--- config.mk ---
export PLATFORM = sky130hd
export DESIGN_NAME = suc_top
export DESIGN_NICKNAME = d
export VERILOG_FILES = /design/src/verilog/suc_pkg.sv /design/src/verilog/suc_sync_if.sv /design/src/verilog/suc_top.sv /design/src/verilog/suc_pin_sync.sv /design/src/verilog/suc_sync_ctl.sv
export VERILOG_INCLUDE_DIRS = /design/src /design/src/verilog
export SDC_FILE = /design/constraint.sdc
export NUM_CORES = 1
export LEC_CHECK = 0
export BUFFER_PORTS_ARGS = -buffer_cell sky130_fd_sc_hd__buf_2
export CORE_ASPECT_RATIO = 0.7
export CORE_MARGIN = 8
export CORE_UTILIZATION = 38
export CTS_CLUSTER_DIAMETER = 120
export CTS_CLUSTER_SIZE = 14
export DETAILED_ROUTE_END_ITERATION = 6
export GPL_TIMING_DRIVEN = 0
export PLACE_DENSITY_LB_ADDON = 0.3
export SYNTH_ARGS = -nofsm -noshare
export SYNTH_HDL_FRONTEND = slang
export SYNTH_HIERARCHICAL = 1
export SYNTH_SLANG_ARGS = --single-unit
--- constraint.sdc ---
create_clock -name ref_clk_in -period 1 [get_ports ref_clk_in]
set_input_delay 0.2 -clock ref_clk_in [delete_from_list [all_inputs] [get_ports ref_clk_in]]
set_output_delay 0.2 -clock ref_clk_in [all_outputs]
set_load 0.02 [all_outputs]
--- src/verilog/suc_cfg.svh ---
// Constants for the sync and update control block
// Notes on behaviour
// - Bit 2 of the system register at 1 powers down output synchronization.
// - Bit 1 of the system register at 1 powers down distribution reference.
// - Soft sync bit held at 1 forces selected channels static, like sync pin low.
// - Soft sync falling from 1 to 0 triggers a sync, like the pin rising.
// - Soft sync resets to 0, so software holds no channel after reset.
// - Writing 1 to update bit 0 copies all buffer registers into active ones.
// - The update bit clears itself after the transfer.
`ifndef SUC_CFG_SVH
`define SUC_CFG_SVH
`define SUC_ADDR_W      12
`define SUC_DATA_W      8
`define SUC_OFS_SYS     12'h230
`define SUC_OFS_UPD     12'h232
`define SUC_OFS_STAT    12'h234
`define SUC_BIT_PD_SYNC 2
`define SUC_BIT_PD_DREF 1
`define SUC_BIT_SOFT    0
`define SUC_BIT_UPD     0
`define SUC_BIT_HOLD    3
`define SUC_BIT_PIN     4
`define SUC_SYS_MASK    8'h07
`define SUC_RST_BYTE    8'h00
`endif

--- src/verilog/suc_pkg.sv ---
// Types and helpers for the sync and update control block
`include "suc_cfg.svh"
package suc_pkg;
   typedef logic [`SUC_ADDR_W-1:0] suc_addr_t;
   typedef logic [`SUC_DATA_W-1:0] suc_byte_t;
   typedef enum logic {SUC_RUN, SUC_HOLD} suc_sync_st_t;

   function automatic logic suc_hit(input suc_addr_t a, input suc_addr_t ofs);
      suc_hit = (a == ofs);
   endfunction
endpackage

--- src/verilog/suc_sync_if.sv ---
// Signals between the register bank and the sync controller
interface suc_sync_if;
   logic soft_sync;
   logic sync_pd;
   logic pin_high;
   logic hold;
   logic sync_event;
   modport bank (output soft_sync, output sync_pd, output pin_high,
                 input hold, input sync_event);
   modport ctl  (input soft_sync, input sync_pd, input pin_high,
                 output hold, output sync_event);
endinterface

--- src/verilog/suc_top.sv ---
// System and update register bank with sync control
//
// Strobed register access was chosen for this implementation.
`include "suc_cfg.svh"
module suc_top (
   input  wire logic        ref_clk_in,
   input  wire logic        rst_b_in,
   input  wire suc_pkg::suc_addr_t reg_addr_in,
   input  wire suc_pkg::suc_byte_t reg_wdata_in,
   input  wire logic        reg_wr_in,
   input  wire logic        reg_rd_in,
   output suc_pkg::suc_byte_t      reg_rdata_out,
   input  wire logic        sync_pin_b_in,
   output logic             sync_pd_out,
   output logic             dist_ref_pd_out,
   output logic             chan_hold_out,
   output logic             sync_event_out,
   output logic             update_out
);
   import suc_pkg::*;

   suc_byte_t buf_sys_r;
   suc_byte_t act_sys_r;
   logic      upd_r;
   suc_byte_t rdata_r;
   suc_byte_t rd_mux;
   suc_byte_t stat_byte;
   logic      pin_high;
   logic      wr_sys;
   logic      upd_set;
   logic      rd_sys;
   logic      rd_upd;
   logic      rd_stat;

   suc_sync_if sif ();

   // Address decode
   assign wr_sys  = reg_wr_in & suc_hit(reg_addr_in, `SUC_OFS_SYS);
   assign upd_set = reg_wr_in & suc_hit(reg_addr_in, `SUC_OFS_UPD)
                    & reg_wdata_in[`SUC_BIT_UPD];
   assign rd_sys  = suc_hit(reg_addr_in, `SUC_OFS_SYS);
   assign rd_upd  = suc_hit(reg_addr_in, `SUC_OFS_UPD);
   assign rd_stat = suc_hit(reg_addr_in, `SUC_OFS_STAT);

   // Status: pin level, hold state, active system bits
   assign stat_byte = (act_sys_r & `SUC_SYS_MASK)
                      | ({7'h00, pin_high} << `SUC_BIT_PIN)
                      | ({7'h00, sif.hold} << `SUC_BIT_HOLD);

   assign rd_mux = rd_sys  ? buf_sys_r :
                   rd_upd  ? {7'h00, upd_r} :
                   rd_stat ? stat_byte :
                             `SUC_RST_BYTE;

   // Active values drive the power-down outputs; hold and event come from the controller
   assign sync_pd_out     = act_sys_r[`SUC_BIT_PD_SYNC];
   assign dist_ref_pd_out = act_sys_r[`SUC_BIT_PD_DREF];
   assign chan_hold_out   = sif.hold;
   assign sync_event_out  = sif.sync_event;
   assign update_out      = upd_r;
   assign reg_rdata_out   = rdata_r;

   assign sif.soft_sync = act_sys_r[`SUC_BIT_SOFT];
   assign sif.sync_pd   = act_sys_r[`SUC_BIT_PD_SYNC];
   assign sif.pin_high  = pin_high;

   // Buffer register takes writes
   always_ff @(posedge ref_clk_in) begin
      if (!rst_b_in) begin
         buf_sys_r <= `SUC_RST_BYTE;
      end else if (wr_sys) begin
         buf_sys_r <= reg_wdata_in & `SUC_SYS_MASK;
      end
   end

   // Active register loads only on update
   always_ff @(posedge ref_clk_in) begin
      if (!rst_b_in) begin
         act_sys_r <= `SUC_RST_BYTE;
      end else if (upd_r) begin
         act_sys_r <= buf_sys_r;
      end
   end

   // Update strobe clears itself one cycle later
   always_ff @(posedge ref_clk_in) begin
      if (!rst_b_in) begin
         upd_r <= 1'b0;
      end else begin
         upd_r <= upd_set;
      end
   end

   // Read data valid only in the cycle after the read strobe
   always_ff @(posedge ref_clk_in) begin
      if (!rst_b_in) begin
         rdata_r <= `SUC_RST_BYTE;
      end else begin
         rdata_r <= reg_rd_in ? rd_mux : `SUC_RST_BYTE;
      end
   end

   suc_pin_sync u_pin (
      .ref_clk_in (ref_clk_in),
      .rst_b_in   (rst_b_in),
      .pin_in     (sync_pin_b_in),
      .level_out  (pin_high)
   );

   suc_sync_ctl u_ctl (
      .ref_clk_in (ref_clk_in),
      .rst_b_in   (rst_b_in),
      .sif        (sif.ctl)
   );
endmodule

--- src/verilog/suc_pin_sync.sv ---
// Three-stage synchronizer for the external sync pin
module suc_pin_sync (
   input  wire logic ref_clk_in,
   input  wire logic rst_b_in,
   input  wire logic pin_in,
   output logic      level_out
);
   import suc_pkg::*;
   logic s1_r;
   logic s2_r;
   logic s3_r;
   logic level_r;
   logic agree;

   assign agree     = (s2_r == s3_r);
   assign level_out = level_r;

   // Pin idles high, so reset to high
   always_ff @(posedge ref_clk_in) begin
      if (!rst_b_in) begin
         s1_r    <= 1'b1;
         s2_r    <= 1'b1;
         s3_r    <= 1'b1;
         level_r <= 1'b1;
      end else begin
         s1_r <= pin_in;
         s2_r <= s1_r;
         s3_r <= s2_r;
         if (agree) begin
            level_r <= s3_r;
         end
      end
   end
endmodule

--- src/verilog/suc_sync_ctl.sv ---
// Static hold and sync event generation
module suc_sync_ctl (
   input  wire logic ref_clk_in,
   input  wire logic rst_b_in,
   suc_sync_if.ctl   sif
);
   import suc_pkg::*;
   suc_sync_st_t st_r;
   suc_sync_st_t st_nxt;
   logic         evt_r;
   logic         evt_nxt;
   logic         hold_req;

   // Soft bit high or pin low asks for hold, unless sync is powered down
   assign hold_req = (sif.soft_sync | ~sif.pin_high) & ~sif.sync_pd;
   assign sif.hold       = (st_r == SUC_HOLD);
   assign sif.sync_event = evt_r;

   always_comb begin
      st_nxt  = st_r;
      evt_nxt = 1'b0;
      case (st_r)
         SUC_RUN: begin
            if (hold_req) begin
               st_nxt = SUC_HOLD;
            end
         end
         SUC_HOLD: begin
            if (sif.sync_pd) begin
               st_nxt = SUC_RUN;
            end else if (!hold_req) begin
               st_nxt  = SUC_RUN;
               evt_nxt = 1'b1;
            end
         end
         default: begin
            st_nxt = SUC_RUN;
         end
      endcase
   end

   always_ff @(posedge ref_clk_in) begin
      if (!rst_b_in) begin
         st_r  <= SUC_RUN;
         evt_r <= 1'b0;
      end else begin
         st_r  <= st_nxt;
         evt_r <= evt_nxt;
      end
   end
endmodule

; ---- After elaboration in Yosys (flattened, before gate mapping)
; Cells that the tools add are included.
[op_classes]
n_reduce_logical = 3
bitwise_logic = 13
n_mux = 7
eq_ne = 4
[ops]
columns = cell, count
row1 = $eq 12x10->1 const B, 3
row2 = $mux 3, 3
row3 = $not 1->1, 6
row4 = $or 3x5->5, 1
row5 = $or 5x4->5, 1
row6 = $and 1x1->1, 4
row7 = $reduce_or 4->1, 1
row8 = $mux 1, 3
row9 = $reduce_or 3->1, 1
row10 = $pmux 1 s2, 1
row11 = $reduce_and 2->1, 1
row12 = $eq 1x1->1, 1
row13 = $or 1x1->1, 1
[word_totals]
word_cells = 38
in_bits = 25
register_bits = 18

; ---- Longest topological paths before layout
[logic_depth]
depth_word = 6
mapped_depth = 5
ltp_nobuf = 3

; ---- Hierarchy
; The synthesis kept the hierarchy.
[by_module_without_submodules]
columns = module, area_each_um2, seq_area_each_um2, cells_each, n_inst
row1 = suc_top, 553.0, 240.2, 54, 1
row2 = suc_pin_sync, 112.6, 80.1, 10, 1
row3 = suc_sync_ctl, 71.3, 40.0, 5, 1

; ---- Worst setup path after synthesis
; Ideal clock, no wire load.
[synth_path]
kind = in2reg
start = input port reg_addr_in[2]
end = register buf_sys_r[0]
stages = 5
n_path_buf = 2
setup_time_ns = 0.072
arrival_ns = 0.959
setup_slack_ns = -0.030
path_cell_list = buf_2 nor3b_1 and4_1 buf_4 mux2i_1
[synth_via]
elab_chain_len = 2
[synth_lines]
columns = element, line
row1 = start: declaration, suc_top.sv:8  ; input wire suc_pkg::suc_addr_t reg_addr_in,
row2 = $eq 12x10->1, suc_pkg.sv:9  ; suc_hit = (a == ofs);
row3 = $and 1x1->1, suc_top.sv:38  ; assign wr_sys = reg_wr_in & suc_hit(reg_addr_in, `SUC_OFS_SYS);
row4 = end signal: assignment, suc_top.sv:70  ; buf_sys_r <= `SUC_RST_BYTE;
row5 = end signal: assignment, suc_top.sv:72  ; buf_sys_r <= reg_wdata_in & `SUC_SYS_MASK;
row6 = end: declaration, suc_top.sv:22  ; suc_byte_t buf_sys_r;
; No other way between the ends.
; A chain may end at the register's enable or synchronous reset.

; ---- Final worst setup path
[layout_path]
start = register upd_r, in the netlist update_out
end = output port update_out
[layout_lines]
columns = element, line
row1 = start: declaration, suc_top.sv:24  ; logic upd_r;
row2 = start signal: assignment, suc_top.sv:90  ; upd_r <= upd_set;
row3 = end: declaration, suc_top.sv:18  ; output logic update_out
; No word-level cell between the ends.

==> flow_summary.yaml <==
status:
  status: "finished clean"
setup_path:
  cp.arrival_ps: 770
  critPathRequiredTime_ps: 800
  max_stage_delay_ps: 360
  cp_max_fo: 2
  crit_type: "flop to output pin"
  crit_buf_inv: 1
  cp_slowest_cell: "dfxtp_4"
  critical-path-top-delay-family: "flip-flops"
  startpoint_type: "flop"
  cp_cell_sequence: "buf_6"
  end_kind: "output pin"
final_layout:
  drive_gt1_share_pct: 44.9
  nets: 133
  diodes: 0
  final_common_cell: "buf_2"
  fillerInstances: 165
  final_cell_mix: "20 x buf_2, 14 x dfxtp_1, 12 x buf_4, 9 x mux2i_1, 6 x nand2_1"
  syn_to_final_growth_pct: 40.1
  finalInstanceArea_mm2: 0.00103
clocking:
  clk_path_buf_depth: 2
  root_buffer: "clkbuf_4"
  clkSinkCount: 18
  postCtsHoldBufs: 0
  clk_pin_slew_ps: 100
  cts_inserted_buffers: 3
  clkLatencyLatePin_ps: 290
  cts_tree: "done"
  ctsHtreeMaxLevel: 1
synthesis:
  syn_avg_cell_area_um2: 10.7
  ys_warn_count: 6
  ys_seq_area_share_pct: 48.9
  yosys_register_bits: 18
  ys_types: 22
  netlist_area_um2: 737
  synthCells: 69
placed_design:
  port_buffers: 28
  pre_cts_ws_ps: -207
  place_hpwl_mm: 1.34
  dpl_cell_area_um2: 923
  gp_congestion: 0.739
sta:
  min_period_over_period_pct: 97.4
  clock.fmax_mhz: 1030
  worst_slack_ps: 26.3
  drv_slew: 0
  finalHoldViolCount: 0
  rsz0062_at_grt: "true"
  setup_viol: 0
  finalCriticalPeriod_ps: 974
  clock-skew-final_ps: 3.28
grt:
  grt_pass1_vias: 568
  antenna_found_initial: 0
  grt_max_degree: 11
  grt-ovfl-total: 0
  grt_pass1_wl_mm: 2.54
  track_usage_pct: 9.73
route:
  route.detailed.drc: 0
  drtPass1Iterations: 4
  wl_per_cell_um: 12.9
  drt_iter0_markers: 11
  drt.antenna.violating_nets: 0
  vias: 589
  drt-total-wl_mm: 1.67
  vias_per_cell: 4.57
power_and_ir_drop:
  power.leakage_nw: 0.482
  vdd_ir_drop_max_mv: 0.858
  powerDensity_mw_per_mm2: 1220
  p_total_w: 0.00126
die:
  die_w_um: 68.6
  start_util_pct: 40.1
  io_pins: 38
  die_y_um: 52.8
  die-area_mm2: 0.00363
  core_area_mm2: 0.00184
  rows: 13
run:
  maxCapViolations: 0
min_path:
  hp-class: "input port to flop"
## metrics by stage
| stage | TNS, ps | hold WS, ps | std cells | util [%] |
|---|---|---|---|---|
| after floorplan | -33.3 | 273 | 71 | - |
| after global placement | -983 | 382 | 121 | 50.2 |
| after detailed placement | -1020 | 386 | 121 | 50.2 |
| after CTS | 0 | 72.0 | 128 | 54.6 |
| after global routing | -36.7 | 60.3 | 129 | 56.2 |
| final | 0 | 80.0 | 129 | 56.2 |
## synth_stat cells
library cell	instances	area, um2
o21ai_1	1	5.00
o2bb2ai_1	1	8.76
nor3b_1	2	15.0
and3b_1	1	8.76
buf_4	4	30.0
and4_1	4	35.0
a21oi_1	1	5.00
nor2b_1	4	25.0
nor4b_4	1	23.8
nand4_1	1	6.26
and3_1	3	18.8
nand2_1	6	22.5
dfxtp_1	18	360
clkbuf_1	1	3.75
mux2i_1	9	90.1
buf_2	1	5.00
nor2b_4	1	13.8
nor2_1	4	15.0
nand2b_1	3	18.8
and4bb_1	1	12.5
and4b_1	1	10.0
conb_1	1	3.75
## timing repair
item / CTS / global route
gates resized for setup: 10 / 7
buffers inserted: 3 / 1
pin swaps: 0 / 2
endpoints found under the setup margin: 4 / 9
## layer usage
| layer | vias up | wire, um | share of wire, % | GRT usage [%] |
|---|---|---|---|---|
| li1 | 313 | - | - | - |
| met5 | - | 0 | 0 | 0 |
| met2 | 23 | 745 | 45 | 13.6 |
| met1 | 248 | 719 | 43 | 11.4 |
| met4 | 0 | 25 | 1.5 | 4.75 |
| met3 | 5 | 176 | 11 | 5.98 |
## cell type report
type                    instances  area, um2  area share, %
flip-flops and latches         18        368           35.6
multi-input cells              47        350           33.9
repair buffers                 32        205           19.9
plain buffers                   6       45.0           4.36
clock buffers                   4       36.3           3.52
well taps                      22       27.5           2.67
## power by group
group          switching [W]  internal (W)  total, W  leakage, nW
registers         0.00000184      0.000719  0.000720        0.148
clock network       0.000214      0.000222  0.000436       0.0210
logic              0.0000483     0.0000560  0.000104        0.313
## path summary, 6_finish.rpt
kind                               from                     endpoint  slack [ps]  cells past startpoint
hold reg to reg   u_pin/s1_r$_SDFF_PN1_        u_pin/s2_r$_SDFF_PN1_         420                      1
hold / removal            sync_pin_b_in        u_pin/s1_r$_SDFF_PN1_          80                      2
setup reg to reg  update_out$_SDFF_PN0_  reg_rdata_out[0]$_SDFF_PP0_          70                      3
setup / recovery  update_out$_SDFF_PN0_                   update_out          30                      1
## state kept, by name (all words and copies together), names as in the netlist
signal / cells
u_ctl/sif.hold: 1
u_pin/s3_r: 1
u_pin/s2_r: 1
reg_rdata_out: 5
update_out: 1
act_sys_r: 3
u_ctl/sif.sync_event: 1
buf_sys_r: 3
u_pin/level_out: 1
u_pin/s1_r: 1
## cell families after synthesis
group / count (synthesis) / share of synthesized area, %
AND/OR/NAND/NOR: 32 / 30.6
multiplexers: 9 / 12.2
AO/OA/AOI/OAI: 3 / 2.55
other: 1 / 0.509
flip-flops: 18 / 48.9
buffers and inverters: 6 / 5.26
No activity file was read; power rests on OpenSTA's default activity.
